### src/design/rwg_pkg.sv
// constants, types and register map of the ringing waveform generator
package rwg_pkg;
  localparam int CLK_NS      = 40;
  localparam int CLK_HZ      = 25_000_000;
  localparam int SINE_HZ     = 1000;
  localparam int SINE_DIV    = CLK_HZ / SINE_HZ;
  localparam int STEP_NS     = 125_000;
  localparam int STEP_DIV    = STEP_NS / CLK_NS;
  localparam int STEP_W      = $clog2(STEP_DIV);
  // direct register indices; byte address is four times the index
  localparam logic [7:0] IDX_IND_DATA  = 8'h1c;
  localparam logic [7:0] IDX_IND_ADDR  = 8'h1e;
  localparam logic [7:0] IDX_IND_STAT  = 8'h1f;
  localparam logic [7:0] IDX_RING_CTRL = 8'h22;
  localparam logic [7:0] IDX_ACT       = 8'h30;
  localparam logic [7:0] IDX_INACT     = 8'h32;
  localparam logic [7:0] IDX_LINE      = 8'h40;
  localparam logic [7:0] IDX_BAT       = 8'h4a;
  // indirect register addresses
  localparam logic [7:0] IND_OFS   = 8'h13;
  localparam logic [7:0] IND_FREQ  = 8'h14;
  localparam logic [7:0] IND_AMP   = 8'h15;
  localparam logic [7:0] IND_PHASE = 8'h16;
  localparam logic [7:0] IND_HEAD  = 8'h28;
  localparam int IND_WR_BIT = 8;
  // ringing control fields
  localparam int CTRL_SHAPE = 0;
  localparam int CTRL_OFS   = 1;
  localparam int CTRL_OSC   = 2;
  localparam int CTRL_TIE   = 3;
  localparam int CTRL_TAE   = 4;
  localparam logic [7:0]  CTRL_RST  = 8'h00;
  localparam logic [15:0] WORD_RST  = 16'h0000;
  localparam logic [2:0]  LINE_OPEN = 3'h0;
  localparam logic [2:0]  LINE_OHT  = 3'h2;
  localparam logic [2:0]  LINE_RING = 3'h4;
  typedef enum logic [1:0] {
    RWG_IDLE     = 2'b00,
    RWG_ACTIVE   = 2'b01,
    RWG_INACTIVE = 2'b10
  } rwg_state_t;
  typedef struct packed {
    logic [15:0] dc_ofs;
    logic [15:0] freq;
    logic [15:0] amp;
    logic [15:0] phase;
  } rwg_coef_t;
endpackage : rwg_pkg

### src/design/rwg_ind_mem.sv
// indirect register store with registered read port
`timescale 1ns/100ps
module rwg_ind_mem #(
  parameter int AW = 6,
  parameter int DW = 16
) (
  input  wire logic          clk,
  input  wire logic          resetn,
  input  wire logic          we,
  input  wire logic          re,
  input  wire logic [AW-1:0] addr,
  input  wire logic [DW-1:0] wdata,
  output logic      [DW-1:0] rdata,
  output logic               rvalid
);
  logic [DW-1:0] mem [2**AW];
  always_ff @(posedge clk) begin
    if (we) mem[addr] <= wdata;
    if (re) rdata <= mem[addr];
  end
  always_ff @(posedge clk or negedge resetn) begin
    if (!resetn) rvalid <= 1'b0;
    else         rvalid <= re;
  end
endmodule : rwg_ind_mem

### src/design/rwg_cadence.sv
// shared cadence counter in 125 us steps with limit compare
`timescale 1ns/100ps
module rwg_cadence #(
  parameter int W = 16
) (
  input  wire logic         clk,
  input  wire logic         resetn,
  input  wire logic         step,
  input  wire logic         clear,
  input  wire logic         enable,
  input  wire logic [W-1:0] limit,
  output logic              expire,
  output logic      [W-1:0] count
);
  logic [W-1:0] count_reg;
  logic [W-1:0] count_next;
  assign expire     = enable & step & (count_reg >= limit);
  // saturate so a disabled timer never wraps into a false expiry
  assign count_next = (clear | expire) ? '0 :
                      (step && count_reg != '1) ? count_reg + 1'b1 : count_reg;
  assign count      = count_reg;
  always_ff @(posedge clk or negedge resetn) begin
    if (!resetn) count_reg <= '0;
    else         count_reg <= count_next;
  end
  a_count_clear: assert property (@(posedge clk) disable iff (!resetn)
    expire |=> count_reg == '0) else $error("cadence count not cleared on expiry");
endmodule : rwg_cadence

### src/design/rwg_top.sv
// ringing waveform generator: apb slave, cadence state machine, oscillator
//
// Notes on behaviour
// sine ring comes from a two-pole resonant oscillator with programmable coefficients.
// the sine oscillator updates once per millisecond, not at 8 kHz.
// active and inactive timers, each up to 8 seconds, like tone timers.
// cadence timers also move the line into and out of ringing.
// writing 100 to linefeed_state enters ringing and starts the first ring.
// active timer expiry stops the waveform; line goes to on-hook transmission.
// inactive timer expiry starts a new active ring period.
// cadence repeats only while both timer enables set and ringing selected.
// ring_wave_shape_select 0 gives sine, 1 gives trapezoid.
// software loads frequency, amplitude and zero phase coefficients correctly.
// trapezoid adds or subtracts ring_freq_coeff each step toward the amplitude.
// ramp step and half period together set the trapezoid crest factor.
// software keeps tone generator two off while ringing.
// coefficients live in indirect space behind direct registers 28 to 31.
// software picks a ring peak above open_circuit_voltage.
// ring_offset_enable adds ring_dc_offset to the ringing waveform.
// cadence timers count 125 microsecond steps, 0 to 8 seconds.
// each expiry clears the shared 16-bit counter, then counts the other limit.
// sine sample is 2*coeff*previous minus the one before, seeded at start.
`timescale 1ns/100ps
module rwg_top
  import rwg_pkg::*;
#(
  parameter int SINE_DIV_P = SINE_DIV,
  parameter int IND_AW     = 6
) (
  input  wire logic        clk,
  input  wire logic        resetn,
  input  wire logic        psel,
  input  wire logic        penable,
  input  wire logic        pwrite,
  input  wire logic [11:0] paddr,
  input  wire logic [31:0] pwdata,
  output logic      [31:0] prdata,
  output logic             pready,
  output logic             pslverr,
  output logic      [15:0] ring_sample,
  output logic      [2:0]  line_state,
  output logic             ring_on
);
  localparam int SDW = $clog2(SINE_DIV_P);

  if (SINE_DIV_P < 2) begin : g_bad_div
    $error("sine divider must be at least 2");
  end
  if (2**IND_AW <= int'(IND_HEAD)) begin : g_bad_aw
    $error("indirect store too small for the ringing registers");
  end

  function automatic logic [15:0] sat16(input logic signed [17:0] v);
    if (v > 18'sd32767)       sat16 = 16'h7fff;
    else if (v < -18'sd32768) sat16 = 16'h8000;
    else                      sat16 = v[15:0];
  endfunction : sat16

  // apb access: one access cycle per transfer, answered one cycle later
  logic        pready_reg;
  logic        pslverr_reg;
  logic [31:0] prdata_reg;
  wire         acc = psel & penable & ~pready_reg;
  wire         wr  = acc & pwrite;
  wire         rd  = acc & ~pwrite;
  wire  [7:0]  idx = paddr[9:2];
  wire         aligned = (paddr[11:10] == 2'b00) && (paddr[1:0] == 2'b00);
  wire         hit = aligned && (idx == IDX_IND_DATA || idx == IDX_IND_ADDR || idx == IDX_IND_STAT ||
                     idx == IDX_RING_CTRL || idx == IDX_ACT || idx == IDX_INACT ||
                     idx == IDX_LINE || idx == IDX_BAT);
  wire         w_ctrl  = wr & hit & (idx == IDX_RING_CTRL);
  wire         w_act   = wr & hit & (idx == IDX_ACT);
  wire         w_inact = wr & hit & (idx == IDX_INACT);
  wire         w_line  = wr & hit & (idx == IDX_LINE);
  wire         w_bat   = wr & hit & (idx == IDX_BAT);
  wire         w_idata = wr & hit & (idx == IDX_IND_DATA);
  wire         w_iaddr = wr & hit & (idx == IDX_IND_ADDR);

  // software registers
  logic [7:0]  ctrl_reg;
  logic [15:0] act_reg;
  logic [15:0] inact_reg;
  logic [2:0]  line_reg;
  logic [5:0]  bat_reg;
  logic [15:0] ind_data_reg;
  logic        ind_busy_reg;
  rwg_coef_t   coef_reg;
  rwg_coef_t   coef_next;
  logic [3:0]  head_reg;
  logic [3:0]  head_next;

  // indirect window: address write with the write bit stores, without it fetches
  wire         ind_we = w_iaddr & pwdata[IND_WR_BIT];
  wire         ind_re = w_iaddr & ~pwdata[IND_WR_BIT];
  wire  [7:0]  ind_a  = pwdata[7:0];
  logic [15:0] mem_rdata;
  logic        mem_rvalid;

  rwg_ind_mem #(.AW(IND_AW), .DW(16)) u_mem (
    .clk    (clk),
    .resetn (resetn),
    .we     (ind_we),
    .re     (ind_re),
    .addr   (ind_a[IND_AW-1:0]),
    .wdata  (ind_data_reg),
    .rdata  (mem_rdata),
    .rvalid (mem_rvalid)
  );

  // the oscillator needs all coefficients at once, so writes also land in flops
  assign coef_next.dc_ofs = (ind_we && ind_a == IND_OFS)   ? ind_data_reg : coef_reg.dc_ofs;
  assign coef_next.freq   = (ind_we && ind_a == IND_FREQ)  ? ind_data_reg : coef_reg.freq;
  assign coef_next.amp    = (ind_we && ind_a == IND_AMP)   ? ind_data_reg : coef_reg.amp;
  assign coef_next.phase  = (ind_we && ind_a == IND_PHASE) ? ind_data_reg : coef_reg.phase;
  assign head_next        = (ind_we && ind_a == IND_HEAD)  ? ind_data_reg[3:0] : head_reg;

  always_ff @(posedge clk or negedge resetn) begin
    if (!resetn) begin
      ctrl_reg     <= CTRL_RST;
      act_reg      <= WORD_RST;
      inact_reg    <= WORD_RST;
      line_reg     <= LINE_OPEN;
      bat_reg      <= '0;
      ind_data_reg <= WORD_RST;
      ind_busy_reg <= 1'b0;
      coef_reg     <= '0;
      head_reg     <= '0;
    end else begin
      if (w_ctrl) ctrl_reg <= pwdata[7:0] & ~(8'h01 << CTRL_OSC);
      if (w_act)   act_reg   <= pwdata[15:0];
      if (w_inact) inact_reg <= pwdata[15:0];
      if (w_line)  line_reg  <= pwdata[2:0];
      if (w_bat)   bat_reg   <= pwdata[5:0];
      // a software write of the data word wins over a late fetch result
      if (w_idata)         ind_data_reg <= pwdata[15:0];
      else if (mem_rvalid) ind_data_reg <= mem_rdata;
      ind_busy_reg <= ind_re | (ind_busy_reg & ~mem_rvalid);
      coef_reg     <= coef_next;
      head_reg     <= head_next;
    end
  end

  wire shape_trap = ctrl_reg[CTRL_SHAPE];
  wire ofs_en     = ctrl_reg[CTRL_OFS];
  wire tae        = ctrl_reg[CTRL_TAE];
  wire tie        = ctrl_reg[CTRL_TIE];

  // cadence state machine
  rwg_state_t  state_reg;
  rwg_state_t  state_next;
  logic        cad_exp;
  logic        step_tick;
  logic        sine_tick;
  wire         ring_sel  = (line_reg == LINE_RING);
  wire         ring_req  = w_line && (pwdata[2:0] == LINE_RING);
  wire         cad_en    = (state_reg == RWG_ACTIVE) ? tae : (state_reg == RWG_INACTIVE) ? tie : 1'b0;
  wire  [15:0] cad_lim   = (state_reg == RWG_ACTIVE) ? act_reg : inact_reg;

  always_comb begin
    state_next = state_reg;
    case (state_reg)
      RWG_IDLE:     if (ring_req) state_next = RWG_ACTIVE;
      RWG_ACTIVE: begin
        if (!ring_sel)    state_next = RWG_IDLE;
        else if (cad_exp) state_next = RWG_INACTIVE;
      end
      RWG_INACTIVE: begin
        if (!ring_sel)    state_next = RWG_IDLE;
        else if (cad_exp) state_next = RWG_ACTIVE;
      end
      default:            state_next = RWG_IDLE;
    endcase
  end

  wire start    = (state_reg != RWG_ACTIVE) && (state_next == RWG_ACTIVE);
  wire cad_clr  = (state_reg == RWG_IDLE) || (state_reg != state_next);

  rwg_cadence #(.W(16)) u_cad (
    .clk    (clk),
    .resetn (resetn),
    .step   (step_tick),
    .clear  (cad_clr),
    .enable (cad_en),
    .limit  (cad_lim),
    .expire (cad_exp),
    .count  ()
  );

  // prescalers restart with each ring so cadence lengths are exact
  logic [STEP_W-1:0] step_cnt_reg;
  logic [SDW-1:0]    sine_cnt_reg;
  assign step_tick = (step_cnt_reg == STEP_W'(STEP_DIV - 1));
  assign sine_tick = (sine_cnt_reg == SDW'(SINE_DIV_P - 1));
  always_ff @(posedge clk or negedge resetn) begin
    if (!resetn) begin
      state_reg    <= RWG_IDLE;
      step_cnt_reg <= '0;
      sine_cnt_reg <= '0;
    end else begin
      state_reg    <= state_next;
      step_cnt_reg <= (start || step_tick) ? '0 : step_cnt_reg + 1'b1;
      sine_cnt_reg <= (start || sine_tick) ? '0 : sine_cnt_reg + 1'b1;
    end
  end

  // sine: two-pole resonator, y[n] = 2*c*y[n-1] - y[n-2]
  logic signed [15:0] y1_reg;
  logic signed [15:0] y2_reg;
  logic signed [31:0] prod;
  logic signed [17:0] sine_sum;
  assign prod     = $signed(coef_reg.freq) * y1_reg;
  assign sine_sum = prod[31:14] - 18'(y2_reg);
  wire   run      = (state_reg == RWG_ACTIVE);

  // trapezoid: linear ramp clipped at the amplitude, direction flips each half period
  logic signed [15:0] trap_reg;
  logic               up_reg;
  logic [15:0]        half_reg;
  wire signed  [17:0] amp18  = 18'($signed({1'b0, coef_reg.amp[14:0]}));
  wire signed  [17:0] freq18 = 18'($signed({1'b0, coef_reg.freq[14:0]}));
  wire signed  [17:0] up18   = 18'(trap_reg) + freq18;
  wire signed  [17:0] dn18   = 18'(trap_reg) - freq18;
  wire signed  [17:0] trap18 = up_reg ? ((up18 > amp18) ? amp18 : up18) : ((dn18 < -amp18) ? -amp18 : dn18);
  wire                flip   = (half_reg + 16'h0001 >= coef_reg.phase);

  always_ff @(posedge clk or negedge resetn) begin
    if (!resetn) begin
      y1_reg   <= '0;
      y2_reg   <= '0;
      trap_reg <= '0;
      up_reg   <= 1'b1;
      half_reg <= '0;
    end else if (start) begin
      y1_reg   <= $signed(coef_reg.amp);
      y2_reg   <= $signed(coef_reg.phase);
      trap_reg <= '0;
      up_reg   <= 1'b1;
      half_reg <= '0;
    end else if (run) begin
      if (sine_tick && !shape_trap) begin
        y2_reg <= y1_reg;
        y1_reg <= $signed(sat16(sine_sum));
      end
      if (step_tick && shape_trap) begin
        trap_reg <= trap18[15:0];
        up_reg   <= flip ? ~up_reg : up_reg;
        half_reg <= flip ? 16'h0000 : half_reg + 16'h0001;
      end
    end
  end

  wire signed [15:0] wave   = shape_trap ? trap_reg : y1_reg;
  wire signed [15:0] ofs    = ofs_en ? $signed(coef_reg.dc_ofs) : 16'sh0000;
  wire signed [17:0] out18  = (run ? 18'(wave) : 18'sd0) + 18'(ofs);
  wire        [2:0]  ls_nxt = (state_next == RWG_ACTIVE) ? LINE_RING :
                              (state_next == RWG_INACTIVE) ? LINE_OHT : line_reg;

  // register read selection
  wire [15:0] rd_mux =
    (idx == IDX_IND_DATA)  ? ind_data_reg :
    (idx == IDX_IND_STAT)  ? {15'h0000, ind_busy_reg} :
    (idx == IDX_RING_CTRL) ? {8'h00, ctrl_reg[7:3], ring_on, ctrl_reg[1:0]} :
    (idx == IDX_ACT)       ? act_reg :
    (idx == IDX_INACT)     ? inact_reg :
    (idx == IDX_LINE)      ? {9'h000, line_state, 1'b0, line_reg} :
    (idx == IDX_BAT)       ? {10'h000, bat_reg} : 16'h0000;

  always_ff @(posedge clk or negedge resetn) begin
    if (!resetn) begin
      pready_reg  <= 1'b0;
      pslverr_reg <= 1'b0;
      prdata_reg  <= '0;
      ring_sample <= '0;
      line_state  <= LINE_OPEN;
      ring_on     <= 1'b0;
    end else begin
      pready_reg  <= acc;
      pslverr_reg <= acc & ~hit;
      prdata_reg  <= (rd && hit) ? {16'h0000, rd_mux} : 32'h0000_0000;
      ring_sample <= sat16(out18);
      line_state  <= ls_nxt;
      ring_on     <= (state_next == RWG_ACTIVE);
    end
  end
  assign pready  = pready_reg;
  assign pslverr = pslverr_reg;
  assign prdata  = prdata_reg;

  a_ring_start: assert property (@(posedge clk) disable iff (!resetn)
    (state_reg == RWG_IDLE && ring_req) |=> (state_reg == RWG_ACTIVE) && ring_on && line_state == LINE_RING)
    else $error("ringing did not start on linefeed write");
  a_active_end: assert property (@(posedge clk) disable iff (!resetn)
    (state_reg == RWG_ACTIVE && ring_sel && cad_exp) |=> !ring_on && line_state == LINE_OHT ##1 !run)
    else $error("active expiry did not move to on-hook transmission");
  a_inactive_end: assert property (@(posedge clk) disable iff (!resetn)
    (state_reg == RWG_INACTIVE && ring_sel && cad_exp) |=> ring_on && state_reg == RWG_ACTIVE)
    else $error("inactive expiry did not restart ringing");
  a_cad_hold: assert property (@(posedge clk) disable iff (!resetn)
    (state_reg == RWG_INACTIVE && !tie && ring_sel && !w_line && !w_ctrl) |=> state_reg == RWG_INACTIVE)
    else $error("cadence advanced with inactive timer disabled");
  a_lf_leave: assert property (@(posedge clk) disable iff (!resetn)
    (state_reg != RWG_IDLE && !ring_sel) |=> state_reg == RWG_IDLE ##1 !ring_on)
    else $error("ringing continued after linefeed left ringing");
  a_sine_rate: assert property (@(posedge clk) disable iff (!resetn)
    (sine_tick && !start) |=> !sine_tick [*8])
    else $error("sine update ticks too close together");
  a_trap_bound: assert property (@(posedge clk) disable iff (!resetn)
    (shape_trap && run && !start) |=> (18'(trap_reg) <= amp18 + freq18) && (18'(trap_reg) >= -amp18 - freq18))
    else $error("trapezoid ramp left the amplitude bounds");
  a_idle_offset: assert property (@(posedge clk) disable iff (!resetn)
    (state_reg == RWG_IDLE && state_next == RWG_IDLE) |=> ring_sample == $past(ofs_en ? coef_reg.dc_ofs : 16'h0000))
    else $error("idle output not equal to selected offset");
  a_ind_shadow: assert property (@(posedge clk) disable iff (!resetn)
    (ind_we && ind_a == IND_FREQ) |=> coef_reg.freq == $past(ind_data_reg))
    else $error("indirect write did not reach the frequency coefficient");
  a_apb_answer: assert property (@(posedge clk) disable iff (!resetn)
    acc |=> pready ##1 !pready)
    else $error("apb answer not a single cycle after access");

  a_pslverr_map: assert property (@(posedge clk) disable iff (!resetn)
    (acc && !hit) |=> pready && pslverr && prdata == 32'h0000_0000)
    else $error("unmapped access not refused");
  a_sine_seed: assert property (@(posedge clk) disable iff (!resetn)
    start |=> y1_reg == $past(coef_reg.amp) && y2_reg == $past(coef_reg.phase))
    else $error("oscillator not seeded at ring start");
  a_sine_hold: assert property (@(posedge clk) disable iff (!resetn)
    (run && !shape_trap && !sine_tick && !start) |=> $stable(y1_reg))
    else $error("sine sample changed between ticks");
  a_step_rate: assert property (@(posedge clk) disable iff (!resetn)
    (step_tick && !start) |=> !step_tick [*8])
    else $error("cadence step ticks too close together");
  a_trap_hold: assert property (@(posedge clk) disable iff (!resetn)
    (run && shape_trap && !step_tick && !start) |=> $stable(trap_reg))
    else $error("trapezoid moved between steps");
  a_line_oht: assert property (@(posedge clk) disable iff (!resetn)
    (state_reg == RWG_INACTIVE) |-> line_state == LINE_OHT && !ring_on)
    else $error("inactive period not shown as on-hook transmission");
  a_inactive_quiet: assert property (@(posedge clk) disable iff (!resetn)
    (state_reg == RWG_INACTIVE && state_next == RWG_INACTIVE) |=> ring_sample == $past(ofs_en ? coef_reg.dc_ofs : 16'h0000))
    else $error("waveform present during inactive period");
endmodule : rwg_top

### config.mk
export PLATFORM = sky130hd
export DESIGN_NAME = rwg_top
export DESIGN_NICKNAME = d
export VERILOG_FILES = /design/src/design/rwg_pkg.sv /design/src/design/rwg_ind_mem.sv /design/src/design/rwg_cadence.sv /design/src/design/rwg_top.sv
export SDC_FILE = /design/constraint.sdc
export NUM_CORES = 2
export LEC_CHECK = 0
export BUFFER_PORTS_ARGS = -buffer_cell sky130_fd_sc_hd__buf_4
export CELL_PAD_IN_SITES_DETAIL_PLACEMENT = 0
export CELL_PAD_IN_SITES_GLOBAL_PLACEMENT = 1
export CORE_ASPECT_RATIO = 1.2
export CORE_MARGIN = 1.5
export CORE_UTILIZATION = 54
export CTS_CLUSTER_DIAMETER = 50
export DETAILED_ROUTE_END_ITERATION = 8
export PLACE_DENSITY = 0.77
export SLEW_MARGIN = 10
export SYNTH_ARGS = -nofsm -noshare
export SYNTH_HDL_FRONTEND = slang
export SYNTH_SLANG_ARGS = --single-unit
### constraint.sdc
create_clock -name clk -period 9.6 [get_ports clk]
set_clock_uncertainty 0.15 [all_clocks]
set_input_delay 0.96 -clock clk [delete_from_list [all_inputs] [get_ports clk]]
set_output_delay 0.96 -clock clk [all_outputs]
set_load 0.02 [all_outputs]
# After elaboration in Yosys (flattened, before gate mapping)
# Memories as Yosys holds them, arrays and structs flattened. A register that Yosys moved wholly into a read port is not among the register bits.
# Index checks and enable logic that the tools add are counted.
[totals]
ff_bits = 278
ram_bits = 1024
input_bits = 49
output_inout_bits = 54
mem_count = 1
[classes]
n_addsub = 9
n_mul = 1
order_cmp = 8
n_eq_ne = 23
muxes = 54
n_bitwise = 26
reduce_logical = 35
[mem_list]
columns = ["memory", "words", "word_bits", "rd", "rd_ports_with_merged_regs", "wr", "line", "source"]
rows = [
  ["u_mem.mem", 64, 16, 1, 1, 1, "rwg_ind_mem.sv:16", "logic [DW-1:0] mem [2**AW];"],
]
[ops]
columns = ["cell", "n"]
rows = [
  ["$mux 16", 33],
  ["$eq 8x5->1 const B", 7],
  ["$gt 18x16->1 const B", 2],
  ["$lt 18x16->1 const B", 2],
  ["$add 16x1->16 const B", 2],
  ["$ge 16x16->1", 2],
  ["$mul 16x16->32", 1],
  ["$eq 8x6->1 const B", 3],
  ["$add 18x16->18", 1],
  ["$and 1x1->1", 18],
  ["$lt 17x18->1", 1],
  ["$mux 18", 1],
  ["$neg 15->18", 1],
  ["$sub 18x18->18", 1],
  ["$add 16x16->17", 1],
  ["$gt 17x16->1", 1],
  ["$sub 16x16->17", 1],
  ["$eq 8x7->1 const B", 2],
  ["$ne 16x16->1 const B", 1],
  ["$add 15x1->15 const B", 1],
  ["$eq 15x15->1 const B", 1],
  ["$mux 15", 1],
  ["$add 12x1->12 const B", 1],
  ["$eq 12x12->1 const B", 1],
  ["21 further kinds", 70],
]

# Longest topological paths before layout
[logic_depth]
ltp_word = 18
mapped_depth = 38
ltp_nobuf = 35

# Cells and area by module
# From an unflattened synthesis, not the netlist that was laid out.
[unflattened]
cells_unflattened = 5185
area_unflattened_um2 = 66719.0
[by_module_without_submodules]
columns = ["mod", "instances", "cells_per_inst", "area_each_um2", "seq_area_each_um2"]
rows = [
  ["rwg_ind_mem", 1, 2265, 39665.5, 31255.0],
  ["rwg_top", 1, 2771, 25679.6, 6532.5],
  ["rwg_cadence", 1, 149, 1373.8, 400.4],
]

# Worst setup path before layout
# OpenSTA, ideal clock, no wires.
[synth_timing]
path_kind = "reg2reg"
start = "register y1_reg[2]"
end = "register y1_reg[0]"
setup_ns = 0.123
t_arrival_ns = 8.305
required_ns = 9.327
setup_slack_ns = 1.023
stages_incl_launch_ff = 34
path_buffers = 2
synth_period_minus_slack_ns = 8.577
cell_sequence = "dfrtp_1 clkbuf_1 clkbuf_1 nand2_1 fa_1 fa_1 fa_1 inv_1 fa_1 fa_1 inv_1 fa_1 inv_1 ha_1 a21o_1 a211oi_1 inv_1 o2111a_1 a221o_1 and2_1 o21a_1 o21a_1 nor2_1 xnor2_1 ha_1 and3_1 a211o_1 or3_1 a31o_2 a21oi_1 xnor2_1 o21ai_2 nand2_1 o221a_2"
[synth_between]
elab_chain_len = 8
word_cells_on_any_way = 9
cone_classes = "add/sub: 1; mul: 1; order compare: 2; mux: 5"
[synth_lines]
columns = ["element", "line", "source"]
rows = [
  ["from (decl)", "rwg_top.sv:207", "logic signed [15:0] y1_reg;"],
  ["from (signal assigned)", "rwg_top.sv:234", "y1_reg <= $signed(coef_reg.amp);"],
  ["from (signal assigned)", "rwg_top.sv:242", "y1_reg <= $signed(sat16(sine_sum));"],
  ["$mul 16x16->32 *", "rwg_top.sv:211", "assign prod = $signed(coef_reg.freq) * y1_reg;"],
  ["$sub 18x18->18 *", "rwg_top.sv:212", "assign sine_sum = prod[31:14] - 18'(y2_reg);"],
  ["$lt 18x16->1", "rwg_top.sv:55", "else if (v < -18'sd32768) sat16 = 16'h8000;"],
  ["$mux 16", "rwg_top.sv:55", ""],
  ["$mux 16 *", "rwg_top.sv:54", "if (v > 18'sd32767) sat16 = 16'h7fff;"],
  ["$mux 16 *", "rwg_top.sv:240", "if (sine_tick && !shape_trap) begin"],
  ["$mux 16 *", "rwg_top.sv:239", "end else if (run) begin"],
  ["$mux 16 *", "rwg_top.sv:233", "end else if (start) begin"],
]
# Mark *: on every way between the ends. The rest lies on a longest branch, timed or not. The select of a mux whose other input is x is not followed.
# A chain may end at the register's enable or synchronous reset.

# Worst setup path after layout
[layout_timing]
start = "register y1_reg[10]"
end = "register y1_reg[13]"
# Same word-level chain as after synthesis.

==> impl_metrics.csv <==
group,metric,value,unit
placed_design,place_congestion,0.8855,
finish,drive_gt1_share,18.64,%
power_and_ir_drop,power_frac_seq,51.9,%
setup_path,cp-endpoint,"y1_reg[13]",
floorplanning,ios,103,
floorplanning,rows,140,
sta,slew_viol_final,0,
floorplanning,die_y,386.6,um
setup_path,start_kind,"flip-flop",
placed_design,portBuffers,70,
floorplanning,die_w,322.7,um
synth,synth-seq-cells,1318,
setup_path,arrival,9.44,ns
routing,num_vias,36940,
synth,yosysMostFrequentCell,"edfxtp_1",
setup_path,r2r-end,"y1_reg[13]",
sta,fin_crit,8.914,ns
synth,synth_commonest_cells,"edfxtp_1, inv_1, mux4_2",
setup_path,worst_path_largest_cell_delay,0.93,ns
setup_path,worst_path_max_delay_cell,"dfrtp_1",
clock_tree,cts_tree,"yes",
clock_tree,ctsHoldBuffers,0,
power_and_ir_drop,power.density,158.8,nW/um2
finish,instances_no_fill,6321,
sta,finalHoldViolCount,0,
synth,synth_area_leaders,"edfxtp_1, mux4_2, dfrtp_1, fa_1, ha_1",
global_route,antenna_found_initial,8,
placed_design,hpwlAfterDp,104500,um
power_and_ir_drop,p_leak,24.00,nW
run,drv_cap,0,
synth,async_flop_share,21.09,%
global_route,grt_pass1_vias,38160,
global_route,track_usage,26.10,%
routing,via_per_inst,5.844,
power_and_ir_drop,p_clk_share,46.3,%
floorplanning,core_area,121600,um2
clock_tree,clock_sinks,1318,
sta,whs,0.06563,ns
setup_path,crit_required,10.13,ns
clock_tree,clk_latency,0.79,ns
clock_tree,cts_root_buffer,"clkbuf_16",
min_path,hp-class,"in2async",
synth,syn_inst,4411,
setup_path,worst_r2r_path_depth,30,
clock_tree,htreeDepth,4,
floorplanning,start_util,54.48,%
routing,wl_per_cell,25.07,um
routing,first_pass_iters,7,
synth,ys_warn_count,0,
sta,rsz0062_at_grt,"no",
setup_path,critPathCaptureType,"flip-flop",
power_and_ir_drop,combPwrFrac,1.7,%
power_and_ir_drop,p_switching,0.002460,W
synth,synth_top_cell_by_area,"edfxtp_1",
synth,syn-cell-area,66230,um2
global_route,grt_pass1_wl,239600,um
finish,area_growth,11.48,%
synth,synth-edff-count,1040,
finish,largest_register_ffs,1024,
synth,synth-main-ff-cell,"edfxtp_1",
clock_tree,cts_buffer_depth,3,
power_and_ir_drop,peakVddDrop,0.0001597,V
routing,drtIter0Drc,3187,
sta,setup_viol,0,
power_and_ir_drop,p_int,0.009265,W
global_route,grt_max_degree,127,
power_and_ir_drop,p_sw_share,20.98,%
synth,seq_area_frac_synth,57.66,%
sta,clock.fmax,112.2,MHz
sta,worst_pin_slew,1.248,ns
sta,finalSetupTns,0,ns
clock_tree,cts_buffers,143,
synth,synth_cell_types,92,
setup_path,crit_top_cell,"fa_1",
clock_tree,path_clk_slew,0.06,ns
global_route,overflow,0,
finish,final_nets,5092,
setup_path,r2r_slack,0.69,ns
synth,yosysTopAreaCellShare,47.15,%
finish,fill_cells,9321,
routing,drc_errors,0,
routing,drt_wl_total,158500,um
routing,postRouteAntennaNets,0,
setup_path,cp_max_fo,17,
setup_path,path_class,"reg2reg",
sta,relSlewSlack,16.73,%
synth,avgSynthCellArea,15.01,um2
setup_path,worstSetupStartpoint,"y1_reg[10]",
sta,period_share,92.85,%
status,outcome,"completed",
floorplanning,die-area,124800,um2
placed_design,placed_cells,6054,
setup_path,r2r-start,"y1_reg[10]",
==> layout make-up <==
class	count	area [um2]	area share (%)
Sequential cell	1318	38210	51.76
Multi-Input combinational cell	2475	25680	34.79
Clock buffer	173	3784	5.125
Tap cell	1633	2043	2.767
Timing Repair Buffer	209	1617	2.190
Inverter	419	1573	2.130
Clock inverter	89	907.1	1.229
Antenna cell	5	12.51	0.01695
==> timing repair <==
action	in CTS	in global routing
buffers inserted	0	0
resized for setup	0	5
endpoints found under the hold margin	0	0
setup endpoints to repair	0	2
==> logic make-up (layout without fill, tap and decap cells) <==
kind of cell / after synthesis / after routing / share of synthesized area (%)
muxes: 477 / 477 / 13.69
xor gates and xnor gates: 143 / 143 / 1.912
buffers and inverters: 633 / 890 / 3.731
other: 1 / 21 / 0.005662
AOI/OAI and AO/OA: 424 / 424 / 4.177
DFF: 1318 / 1318 / 57.66
adders and majority gates: 477 / 477 / 12.02
and+or+nand+nor: 938 / 938 / 6.813
==> metal layers <==
metal  routed length [um]  vias to the layer above  track usage (%)
li1                     -                    16360                -
met1                62220                    19190            33.63
met4                 5937                        8            9.543
met3                 7965                      290            3.722
met5                   46                        -                0
met2                82320                     1095            45.01
==> placed cells by master (no fill, tap or decap), types with 9 or more instances in the layout <==
cell / instances
and2_1: 145
mux2i_1: 73
inv_1: 419
a21oi_1: 72
o21bai_1: 15
fa_1: 265
nor3_1: 29
mux2_1: 12
o31ai_1: 13
mux2_2: 56
clkinv_2: 21
a31oi_1: 10
clkbuf_16: 145
a222oi_1: 12
nand4_1: 18
or3_1: 12
nor2_1: 236
mux4_2: 336
edfxtp_1: 1040
a21o_1: 31
inv_6: 9
xnor2_1: 83
conb_1: 16
buf_4: 204
nand2b_1: 31
clkbuf_1: 23
xor2_1: 59
nor2b_1: 21
dfrtp_1: 258
clkinv_1: 25
o221ai_1: 16
nand2_1: 320
nand3_1: 39
dfrtp_2: 19
bufinv_16: 9
and3_1: 23
o21ai_0: 141
a22oi_1: 11
ha_1: 212
o21a_1: 23
==> per-stage QoR <==
stage / util [%] / total power [W] / area (um2) / worst slack [ns]
6_report: 60.73 / 0.01172 / 73830 / 0.6862
3_3_place_gp: 56.85 / 0.006417 / 69110 / 0.5795
2_1_floorplan: - / 0.006345 / 66280 / 1.023
4_1_cts: 60.71 / 0.01181 / 73800 / 0.4770
5_1_grt: 60.72 / 0.01204 / 73820 / 0.1255
3_5_place_dp: 56.85 / 0.006418 / 69110 / 0.4856
==> power groups by stage <==
stage / Sequential, W / Clock [W] / Combinational [W]
final: 0.00609 / 0.00543 / 0.000204
after global routing: 0.00609 / 0.00573 / 0.000222
after CTS: 0.00609 / 0.00551 / 0.000210
after detailed placement: 0.00621 / 0 / 0.000210
after global placement: 0.00621 / 0 / 0.000210
after floorplan: 0.00621 / 0 / 0.000136
==> worst min-delay path by stage <==
stage / cells past startpoint / to / slack [ns] / start
final: 1 / step_cnt_reg[4] / 0.07 / resetn
after global routing: 1 / step_cnt_reg[4] / 0.11 / resetn
after CTS: 1 / step_cnt_reg[4] / 0.06 / resetn
after detailed placement: 1 / coef_reg[53] / 0.32 / coef_reg[53]
after global placement: 1 / coef_reg[56] / 0.31 / coef_reg[56]
after floorplan: 1 / coef_reg[53] / 0.30 / coef_reg[53]
==> critical path, delay by kind of cell (launching register included) <==
family,cells,cell delay [ns]
buffers and inverters,3,0.41
and+or+nand+nor,6,0.99
AOI/OAI and AO/OA,11,2.85
adders and majority gates,8,3.16
xor gates and xnor gates,2,0.31
DFF,1,0.93
(Power assumes the default switching activity.)
